--- config.mk ---
export PLATFORM = sky130hd
export DESIGN_NAME = tvss_spi_slave
export DESIGN_NICKNAME = d
export VERILOG_FILES = /design/src/tvss_pkg.sv /design/src/tvss_spi_slave.sv
export SDC_FILE = /design/constraint.sdc
export NUM_CORES = 1
export LEC_CHECK = 0
export BUFFER_PORTS_ARGS = -buffer_cell sky130_fd_sc_hd__buf_2
export CAP_MARGIN = 20
export CORE_MARGIN = 4
export CORE_UTILIZATION = 50
export CTS_CLUSTER_DIAMETER = 100
export DETAILED_ROUTE_END_ITERATION = 12
export GPL_TIMING_DRIVEN = 1
export PLACE_DENSITY = 0.71
export SLEW_MARGIN = 10
export SYNTH_ARGS = -nofsm -noshare
export SYNTH_HDL_FRONTEND = slang
export SYNTH_SLANG_ARGS = --single-unit
--- constraint.sdc ---
create_clock -name CLOCK -period 2.4 [get_ports CLOCK]
set_input_delay 0.24 -clock CLOCK [delete_from_list [all_inputs] [get_ports CLOCK]]
set_output_delay 0.24 -clock CLOCK [all_outputs]
set_load 0.005 [all_outputs]
--- src/tvss_pkg.sv ---
package tvss_pkg;
  // Video format selection
  localparam logic FMT_FOURTEEN_BIT_RAW_FORMAT = 1'b0;
  localparam logic FMT_RGB888 = 1'b1;
  // Stored start-up settings layout: [0] format, [1] sync pin mode, [9:2] sync offset, [10] tlinear, [11] tlin res
  localparam int SS_W = 12;
  localparam int SS_FMT_BIT = 0;
  localparam int SS_SYNC_BIT = 1;
  localparam int SS_OFS_LSB = 2;
  localparam int SS_OFS_W = 8;
  localparam int SS_TLIN_BIT = 10;
  localparam int SS_TRES_BIT = 11;
  // Factory defaults: fourteen_bit_raw_format, sync pin disabled, 0 line offset, tlinear on, 0.01 resolution
  localparam logic [11:0] SS_RESET = 12'hc00;
  localparam logic TRES_CENTI = 1'b1;
  // Packet geometry
  localparam int HDR_BYTES = 4;
  localparam logic [7:0] PAY_FOURTEEN_BIT_RAW_FORMAT = 8'ha0;
  localparam logic [7:0] PAY_RGB888 = 8'hf0;
  localparam logic [7:0] PKT_FOURTEEN_BIT_RAW_FORMAT = 8'ha4;
  localparam logic [7:0] PKT_RGB888 = 8'hf4;
  localparam logic [11:0] LINES_PER_FRAME = 12'h03c;
  localparam logic [3:0] DISCARD_NIB = 4'hf;
  localparam logic [15:0] CRC_POLY = 16'h1021;
endpackage

--- src/tvss_spi_slave.sv ---
`timescale 1ns/1ps
// Functional notes
// - Start-up settings come from stored defaults; no configuration sequence is required.
// - Without stored overrides, video powers up in fourteen-bit raw format.
// - Sync pin mode powers up disabled with zero-line pulse offset.
// - Temperature-linear output powers up enabled at hundredth-degree resolution.
// - Video travels only as packets; no embedded timing, no host flow control.
// - Frame data is correct at host clock rates slow enough for CLOCK to sample every SCK edge with each SCK low phase over three CLOCK cycles, steady or bursting.
// - With clocking continuing after a frame, discard packets until new video.
// - Clock idles high; device shifts on falling edge, host samples rising.
// - Packets are four header bytes then 160 or 240 payload bytes.
// - Discard packets carry hex F in the identifier's second nibble.
module tvss_spi_slave (
  input wire logic CLOCK,
  input wire logic RSTN,
  input wire logic SCK,
  input wire logic CS_N,
  output logic MISO_O,
  output logic MISO_OE,
  input wire logic [11:0] STORED_SETTINGS,
  input wire logic STORED_VALID,
  input wire logic FRAME_READY,
  output logic FRAME_TAKEN,
  input wire logic [7:0] PIX_BYTE,
  output logic PIX_REQ,
  output logic [11:0] PIX_LINE,
  output logic [7:0] PIX_INDEX,
  output logic FMT_RGB,
  output logic SYNC_PIN_EN,
  output logic [7:0] SYNC_OFFSET,
  output logic TLINEAR_EN,
  output logic TLIN_CENTI,
  output logic BUSY
);
  typedef enum logic [1:0] {TVSS_IDLE, TVSS_DISCARD, TVSS_VIDEO} tvss_state_t;
  logic [2:0] sck_s_q, cs_s_q;
  logic [11:0] set_q;
  logic loaded_q;
  tvss_state_t st_q;
  logic [7:0] byte_cnt_q, sh_q, pkt_len;
  logic [2:0] bit_cnt_q;
  logic [11:0] line_q;
  logic [15:0] crc_q;
  logic fall, cs_act, pkt_end, byte_end;
  logic [7:0] next_byte;

  // Two-flop synchronisers, third stage for edge detection
  always_ff @(posedge CLOCK or negedge RSTN) begin
    if (!RSTN) begin
      sck_s_q <= 3'h7;
      cs_s_q <= 3'h7;
    end else begin
      sck_s_q <= {sck_s_q[1:0], SCK};
      cs_s_q <= {cs_s_q[1:0], CS_N};
    end
  end
  assign cs_act = !cs_s_q[1];
  assign fall = cs_act && sck_s_q[2] && !sck_s_q[1];

  // Settings latched once after reset release
  always_ff @(posedge CLOCK or negedge RSTN) begin
    if (!RSTN) begin
      set_q <= tvss_pkg::SS_RESET;
      loaded_q <= 1'b0;
    end else if (!loaded_q) begin
      loaded_q <= 1'b1;
      if (STORED_VALID)
        set_q <= STORED_SETTINGS;
    end
  end
  assign pkt_len = set_q[tvss_pkg::SS_FMT_BIT] ? tvss_pkg::PKT_RGB888 : tvss_pkg::PKT_FOURTEEN_BIT_RAW_FORMAT;
  assign byte_end = fall && (bit_cnt_q == 3'h7);
  assign pkt_end = byte_end && (byte_cnt_q == pkt_len - 8'h01);

  // CRC update of one byte, MSB first; applied only to the two ID bytes with the top ID nibble zeroed
  function automatic logic [15:0] crc_byte(input logic [15:0] c, input logic [7:0] b);
    logic [15:0] r;
    r = c;
    for (int i = 7; i >= 0; i--)
      r = (r[15] ^ b[i]) ? ((r << 1) ^ tvss_pkg::CRC_POLY) : (r << 1);
    return r;
  endfunction

  // Byte to emit next for the current state and position
  always_comb begin
    next_byte = 8'h00;
    if (st_q == TVSS_VIDEO) begin
      unique case (byte_cnt_q)
        8'h00: next_byte = {4'h0, line_q[11:8]};
        8'h01: next_byte = line_q[7:0];
        8'h02: next_byte = crc_q[15:8];
        8'h03: next_byte = crc_q[7:0];
        default: next_byte = PIX_BYTE;
      endcase
    end else if (byte_cnt_q == 8'h00) begin
      next_byte = {4'h0, tvss_pkg::DISCARD_NIB};
    end
  end

  // Packet sequencing: discard until a frame is ready, then lines from zero
  always_ff @(posedge CLOCK or negedge RSTN) begin
    if (!RSTN) begin
      st_q <= TVSS_IDLE;
      line_q <= 12'h000;
      FRAME_TAKEN <= 1'b0;
    end else begin
      FRAME_TAKEN <= 1'b0;
      unique case (st_q)
        TVSS_IDLE: if (cs_act) st_q <= TVSS_DISCARD;
        TVSS_DISCARD: begin
          if (!cs_act) st_q <= TVSS_IDLE;
          else if (pkt_end && FRAME_READY) begin
            st_q <= TVSS_VIDEO;
            line_q <= 12'h000;
            FRAME_TAKEN <= 1'b1;
          end
        end
        TVSS_VIDEO: begin
          if (pkt_end) begin
            if (line_q == tvss_pkg::LINES_PER_FRAME - 12'h001)
              st_q <= TVSS_DISCARD;
            else
              line_q <= line_q + 12'h001;
          end
          if (!cs_act) st_q <= TVSS_IDLE;
        end
        default: st_q <= TVSS_IDLE;
      endcase
    end
  end

  // Bit and byte shifting on falling edges, MSB first
  always_ff @(posedge CLOCK or negedge RSTN) begin
    if (!RSTN) begin
      bit_cnt_q <= 3'h0;
      byte_cnt_q <= 8'h00;
      sh_q <= 8'h00;
      MISO_O <= 1'b0;
      MISO_OE <= 1'b0;
    end else begin
      MISO_OE <= cs_act;
      if (!cs_act) begin
        bit_cnt_q <= 3'h0;
        byte_cnt_q <= 8'h00;
        MISO_O <= 1'b0;
      end else if (fall) begin
        if (bit_cnt_q == 3'h0) begin
          MISO_O <= next_byte[7];
          sh_q <= {next_byte[6:0], 1'b0};
        end else begin
          MISO_O <= sh_q[7];
          sh_q <= {sh_q[6:0], 1'b0};
        end
        bit_cnt_q <= bit_cnt_q + 3'h1;
        if (byte_end)
          byte_cnt_q <= pkt_end ? 8'h00 : byte_cnt_q + 8'h01;
      end
    end
  end
  // Header-only CRC with the top ID nibble zeroed; payload left out to avoid a line buffer
  // Refreshed every cycle so it always follows the line number being sent
  always_ff @(posedge CLOCK or negedge RSTN) begin
    if (!RSTN)
      crc_q <= 16'h0000;
    else
      crc_q <= crc_byte(crc_byte(16'h0000, {4'h0, line_q[11:8]}), line_q[7:0]);
  end

  // Pixel fetch: request next payload byte as the previous byte's last bit shifts out, one bit ahead of its use
  always_ff @(posedge CLOCK or negedge RSTN) begin
    if (!RSTN) begin
      PIX_REQ <= 1'b0;
      PIX_LINE <= 12'h000;
      PIX_INDEX <= 8'h00;
    end else begin
      PIX_REQ <= (st_q == TVSS_VIDEO) && byte_end && (byte_cnt_q >= 8'h03) && !pkt_end;
      PIX_LINE <= line_q;
      PIX_INDEX <= byte_cnt_q - 8'(tvss_pkg::HDR_BYTES);
    end
  end

  always_ff @(posedge CLOCK or negedge RSTN) begin
    if (!RSTN) begin
      FMT_RGB <= tvss_pkg::FMT_FOURTEEN_BIT_RAW_FORMAT;
      SYNC_PIN_EN <= 1'b0;
      SYNC_OFFSET <= 8'h00;
      TLINEAR_EN <= 1'b1;
      TLIN_CENTI <= tvss_pkg::TRES_CENTI;
      BUSY <= 1'b0;
    end else begin
      FMT_RGB <= set_q[tvss_pkg::SS_FMT_BIT];
      SYNC_PIN_EN <= set_q[tvss_pkg::SS_SYNC_BIT];
      SYNC_OFFSET <= set_q[tvss_pkg::SS_OFS_LSB +: tvss_pkg::SS_OFS_W];
      TLINEAR_EN <= set_q[tvss_pkg::SS_TLIN_BIT];
      TLIN_CENTI <= set_q[tvss_pkg::SS_TRES_BIT];
      BUSY <= (st_q == TVSS_VIDEO);
    end
  end

  AST_OE_IDLE: assert property (@(posedge CLOCK) disable iff (!RSTN)
    cs_s_q[2:1] == 2'b11 |=> !MISO_OE) else $error("output driven while deselected");
  AST_DEFAULTS: assert property (@(posedge CLOCK) disable iff (!RSTN)
    $rose(loaded_q) && !$past(STORED_VALID) |=> set_q == tvss_pkg::SS_RESET) else $error("bad defaults");
  AST_START_ZERO: assert property (@(posedge CLOCK) disable iff (!RSTN)
    FRAME_TAKEN |-> line_q == 12'h000 && st_q == TVSS_VIDEO && byte_cnt_q == 8'h00)
    else $error("frame not at line zero");
  AST_DISCARD_ID: assert property (@(posedge CLOCK) disable iff (!RSTN)
    st_q == TVSS_DISCARD && byte_cnt_q == 8'h00 |-> next_byte[3:0] == 4'hf) else $error("discard id");
  AST_PKT_LEN: assert property (@(posedge CLOCK) disable iff (!RSTN)
    byte_cnt_q < pkt_len) else $error("packet length overrun");
  AST_NO_EDGE: assert property (@(posedge CLOCK) disable iff (!RSTN)
    !cs_act |=> byte_cnt_q == 8'h00 && bit_cnt_q == 3'h0) else $error("edges not ignored");
  AST_FRAME_END: assert property (@(posedge CLOCK) disable iff (!RSTN)
    st_q == TVSS_VIDEO && pkt_end && cs_act && line_q == tvss_pkg::LINES_PER_FRAME - 12'h001
    |=> st_q == TVSS_DISCARD) else $error("no discard");
  AST_FALL_SHIFT: assert property (@(posedge CLOCK) disable iff (!RSTN)
    !fall && cs_act && $past(cs_act) |=> $stable(bit_cnt_q)) else $error("shift without falling edge");
  AST_PIX_INDEX: assert property (@(posedge CLOCK) disable iff (!RSTN)
    st_q == TVSS_VIDEO && fall && bit_cnt_q == 3'h0 && byte_cnt_q >= 8'(tvss_pkg::HDR_BYTES)
    |-> PIX_INDEX == byte_cnt_q - 8'(tvss_pkg::HDR_BYTES)) else $error("payload index misaligned");
  COV_FRAME: cover property (@(posedge CLOCK) FRAME_TAKEN);
  COV_END: cover property (@(posedge CLOCK) st_q == TVSS_VIDEO ##1 st_q == TVSS_DISCARD);
  COV_PAUSE: cover property (@(posedge CLOCK) st_q == TVSS_VIDEO ##1 st_q == TVSS_IDLE);
endmodule

==> After elaboration in Yosys (flattened, before gate mapping) <==
Cells that the tools add are included.
Widths: inputs -> output; s select.
{ "totals": {"register_bits": 104, "input_bits": 26, "output_inout_bits": 37, "wordCells": 131} }
{ "classes": {"addsub": 5, "order_cmp": 1, "eq_ne": 16, "muxes": 41, "n_bitwise": 24, "reduce_logical": 22} }
{ "ops": {"columns": ["cell", "n"], "rows": [
  ["$mux 13", 12],
  ["$mux 12", 4],
  ["$mux 8", 6],
  ["$not 3->3", 11],
  ["$pmux 8 s4", 1],
  ["$pmux 12 s2", 1],
  ["$eq 8x2->1 const B", 2],
  ["$add 12x1->12 const B", 1],
  ["$eq 12x6->1 const B", 1],
  ["$mux 2", 6],
  ["$ne 2x2->1 const B", 5],
  ["$ne 3x3->1 const B", 3],
  ["$add 8x1->8 const B", 1],
  ["$eq 8x1->1 const B", 1],
  ["$eq 8x8->1", 1],
  ["$ge 8x2->1 const B", 1],
  ["$logic_and 1x1->1", 8],
  ["$logic_not 8->1", 1],
  ["$sub 8x1->8 const B", 1],
  ["$sub 8x3->8 const B", 1],
  ["$xor 1x1->1", 8],
  ["$mux 7", 1],
  ["$mux 1", 6],
  ["$mux 3", 2],
  ["other kinds (15)", 24]
]} }

==> Logic depth before layout (Yosys ltp) <==
{ "logic_depth": {"word_depth": 23, "ltp_mapped": 7, "depth_no_buf": 6} }

==> Worst setup path after synthesis <==
No wires, ideal clock.
{ "synth_timing": {"kind": "flip-flop to flip-flop", "startpoint": "reg byte_cnt_q[1]", "endpoint": "reg MISO_O", "setup_time_ns": 0.077, "arrival_ns": 1.724, "t_required_ns": 2.323, "path_slack_ns": 0.599, "path_stages_with_launch": 8, "path_buffers": 1, "synth_period_minus_slack_ns": 1.801, "path_cell_list": "dfrtp_1 inv_1 ha_1 clkbuf_1 or4_1 nand3_1 a221oi_1 o21ai_1"} }
{ "synth_between": {"elab_chain_len": 6, "word_cells_on_any_way": 9, "cone_classes": "eq/ne: 3; mux: 5; reduce/logical: 1"} }
{ "synth_rtl": {"columns": ["element", "line", "text"], "rows": [
  ["start, declared", "tvss_spi_slave.sv:40", "logic [7:0] byte_cnt_q, sh_q, pkt_len;"],
  ["start signal, assigned", "tvss_spi_slave.sv:156", "byte_cnt_q <= pkt_end ? 8'h00 : byte_cnt_q + 8'h01;"],
  ["$eq 8x2->1, or another cell as far along", "tvss_spi_slave.sv:88", "unique case (byte_cnt_q)"],
  ["$pmux 8 s4 *", "tvss_spi_slave.sv:88", null],
  ["$mux 8 *", "tvss_spi_slave.sv:87", "if (st_q == TVSS_VIDEO) begin"],
  ["$mux 1 *", "tvss_spi_slave.sv:147", "if (bit_cnt_q == 3'h0) begin"],
  ["$mux 1 *", "tvss_spi_slave.sv:146", "end else if (fall) begin"],
  ["$mux 1 *", "tvss_spi_slave.sv:142", "if (!cs_act) begin"],
  ["end signal, assigned", "tvss_spi_slave.sv:148", "MISO_O <= next_byte[7];"],
  ["end signal, assigned", "tvss_spi_slave.sv:151", "MISO_O <= sh_q[7];"],
  ["end, declared", "tvss_spi_slave.sv:18", "output logic MISO_O,"]
]} }
Mark *: on every way between the ends. The rest lies on a longest branch, timed or not. The select of a mux whose other input is x is not followed.
A chain may end at the register's enable or synchronous reset.

==> Worst setup path in the final report <==
{ "layout_timing": {"startpoint": "reg byte_cnt_q[2]", "endpoint": "reg line_q[8]"} }
{ "layout_between": {"elab_chain_len": 5, "word_cells_on_any_way": 6, "cone_classes": "eq/ne: 3; reduce/logical: 3"} }
{ "layout_rtl": {"columns": ["element", "line", "text"], "rows": [
  ["$eq 8x8->1 *", "tvss_spi_slave.sv:73", "assign pkt_end = byte_end && (byte_cnt_q == pkt_len - 8'h01);"],
  ["$logic_and 1x1->1 *", "tvss_spi_slave.sv:73", null],
  ["$logic_and 1x1->1", "tvss_spi_slave.sv:112", "else if (pkt_end && FRAME_READY) begin"],
  ["$ne 2x2->1 (no source line)", null, null],
  ["$reduce_and 5->1 (no source line) *", null, null],
  ["end signal, assigned", "tvss_spi_slave.sv:123", "line_q <= line_q + 12'h001;"],
  ["end, declared", "tvss_spi_slave.sv:42", "logic [11:0] line_q;"]
]} }
Mark *: on every way between the ends. The rest lies on a longest branch, timed or not.

==> results.toml <==
[placed_design]
portBuffers = 62
dp_hpwl_um = 6560
dp_slack_ns = 0.392
gp_routability_congestion = 0.875
placed_area_um2 = 4850

[hold_path]
whs_endpoint = "set_q[8]"
hp-class = "input port to flop"
hp-start = "STORED_SETTINGS[8]"
whs_path_depth = 2

[sta]
finClkSkew_ns = 0.0170
final-setup-viol-count = 0
period_minus_slack_ns = 2.04
worst_slew_pin_slew_ns = 0.503
drv_slew = 0
rsz0062_at_grt = "no"
maxSlewHeadroom_pct = 66.5
setup_ws_ns = 0.364
finalHoldViolCount = 0
period_share_pct = 84.8
totalNegativeSetupSlack_ns = 0
fmax_mhz = 491

[routing]
drt_iter0_markers = 113
drcViolationCount = 0
post_drt_wl_per_cell_um = 16.8
first_pass_iters = 5
ant_nets = 0
via_per_inst = 5.56
routed_wl_um = 9170
vias = 3034

[clock_network]
clkLatencyLatePin_ns = 0.38
cts-root-buf = "clkbuf_8"
cts_setup_buffers = 0
ctsLongestPathBuffers = 2
clk_pin_slew_ns = 0.12
cts_buffers = 9
cts-htree-levels = 3
cts_num_sinks = 103
cts_tree = "built"

[synth]
synth.distinct_cells = 55
netlist_instances = 373
synthesis.area_um2 = 4450
syn-num-nets = 410
yosys_warnings = 0
avgSynthCellArea_um2 = 11.9
ys.flop_type = "dfrtp_1"
yosys_register_bits = 103
ys_seq_area_share_pct = 58.2
ys_async_sr_fraction_pct = 100
synth_edf_count = 0

[critical_path]
crit_path_max_fanout = 17
crit_path_cell_trace = "inv_1, ha_1, and4_4, o211ai_4, or4_1, a21oi_1"
worstSetupStartpointType = "flop"
reg2reg_to = "line_q[8]"
slowest_stage = "or4_1"
cp_data_arrival_time_ns = 2.34
crit_path_max_incr_delay_ns = 0.54
endpoint_kind = "flop"
rr_worst_depth = 6
r2r_start = "byte_cnt_q[2]"
crit_start = "byte_cnt_q[2]"
r2r_slack_ns = 0.36
path_class = "flop to flop"
worstPathRequired_ns = 2.71

[cells_and_area]
area_growth_pct = 14.3
nNetsFinal = 470
fin_area_um2 = 5080
layout_common_cells = "94 x dfrtp_1, 61 x buf_2, 18 x inv_1, 18 x xnor2_1, 16 x nand2_1"
diodes = 0
layout_commonest_cell = "dfrtp_1"
drive_gt1_share_pct = 26.3

[grt]
track_usage_pct = 18.6
grt_pass1_wl_um = 15000
grt_pass1_vias = 3073
grt_max_degree = 42
antenna_found_initial = 0
overflow = 0

[job]
maxCapViolCount = 0

[die]
die_area_um2 = 10500
die_x_um = 102
io_pins = 63
fp-row-count = 34
start_util_pct = 51.2
coreArea_um2 = 8680
die_y_um = 102

[status]
status = "finished, final reports clean"

[pwr]
p_leak_uw = 0.00218
power.density_nw_per_um2 = 621
total_power_uw = 3160
ir_drop_v = 0.000388
==> synthesized netlist by cell type (all sizes together) (2+ instances only) <==
master,count,area (um2)
dfrtp,94,2350
o21ai,20,100
inv,18,67.6
xnor2,18,158
nand2,16,60.1
buf,13,72.6
nor3,13,76.3
mux2,12,135
xor2,12,113
a21oi,11,58.8
ha,11,138
nand3,10,50.1
nor2,10,40.0
dfstp,9,236
nor2b,9,56.3
o31ai,9,67.6
or4,9,71.3
clkbuf,8,30.0
a221oi,7,61.3
a31oi,6,37.5
o211ai,6,63.8
and3,5,32.5
or3,5,31.3
a222oi,4,40.0
a22oi,4,30.0
nand2b,4,25.0
nand4,4,25.0
o21a,4,30.0
and3b,3,26.3
o2111ai,3,26.3
mux2i,2,20.0
nor3b,2,15.0
o22ai,2,12.5
==> flip-flops by register name, summed over array words and instances (netlist names), 2 cells and up <==
register / count
set_q: 12
cs_s_q: 2
sh_q: 7
PIX_INDEX: 8
byte_cnt_q: 8
sck_s_q: 3
bit_cnt_q: 3
line_q: 12
SYNC_OFFSET: 8
PIX_LINE: 12
crc_q: 16
st_q: 2
==> worst max path at each step <==
stage | to | cells after the start
global route | sh_q[4] | 6
CTS | line_q[7] | 6
global placement | line_q[3] | 6
floorplan | MISO_O | 7
detailed placement | line_q[7] | 6
finish | line_q[8] | 6
==> stage by stage <==
step	hold slack, ns	std cells	util, %
final	0.0811	546	58.5
after global routing	0.0645	546	58.5
after CTS	0.0717	546	58.5
after detailed placement	0.249	527	55.8
after global placement	0.245	527	55.8
after floorplan	-0.0556	373	-
==> routing by layer <==
metal  vias to the layer above  global-route usage, %  wire (um)
li1                       1451                      -          -
met1                      1486                   24.9       4100
met2                        88                   30.0       4540
met3                         9                   4.44        425
met4                         0                   6.46        109
met5                         -                      0          0
==> critical path, delay by kind of cell (launching register included) <==
| family | cells | cell delay [ns] |
|---|---|---|
| compound gates | 2 | 0.32 |
| fa+ha+maj | 1 | 0.22 |
| buf+inv | 1 | 0.15 |
| flops | 1 | 0.44 |
| simple gates | 2 | 0.82 |
==> area by class of cell <==
cell class / count / area (um2)
Clock buffer: 9 / 124
Clock inverter: 7 / 81.3
Fill cell: 743 / 3600
Inverter: 19 / 71.3
Multi-Input combinational cell: 230 / 1690
Sequential cell: 103 / 2590
Tap cell: 108 / 135
Timing Repair Buffer: 70 / 393
==> what timing repair did <==
item | in CTS | in global routing
gates resized for setup | 0 | 0
hold buffers | 3 | 0
hold endpoints to repair | 34 | 0
==> kinds of logic after synthesis <==
| logic type | share of synthesized area [%] |
|---|---|
| other | 0.0844 |
| AO/OA/AOI/OAI | 12.3 |
| flip-flops | 58.2 |
| adder cells (fa/ha/maj) | 3.10 |
| AND/OR/NAND/NOR | 12.8 |
| XOR/XNOR | 6.08 |
| buffers and inverters | 3.91 |
| multiplexers | 3.49 |
==> where the power goes <==
group          leakage (uW)  switching (uW)  internal, uW
Clock              0.000104             670           418
Combinational      0.000924             107          96.8
Sequential          0.00116            37.9          1830
Total               0.00218             814          2340
(Power assumes the default switching activity.)
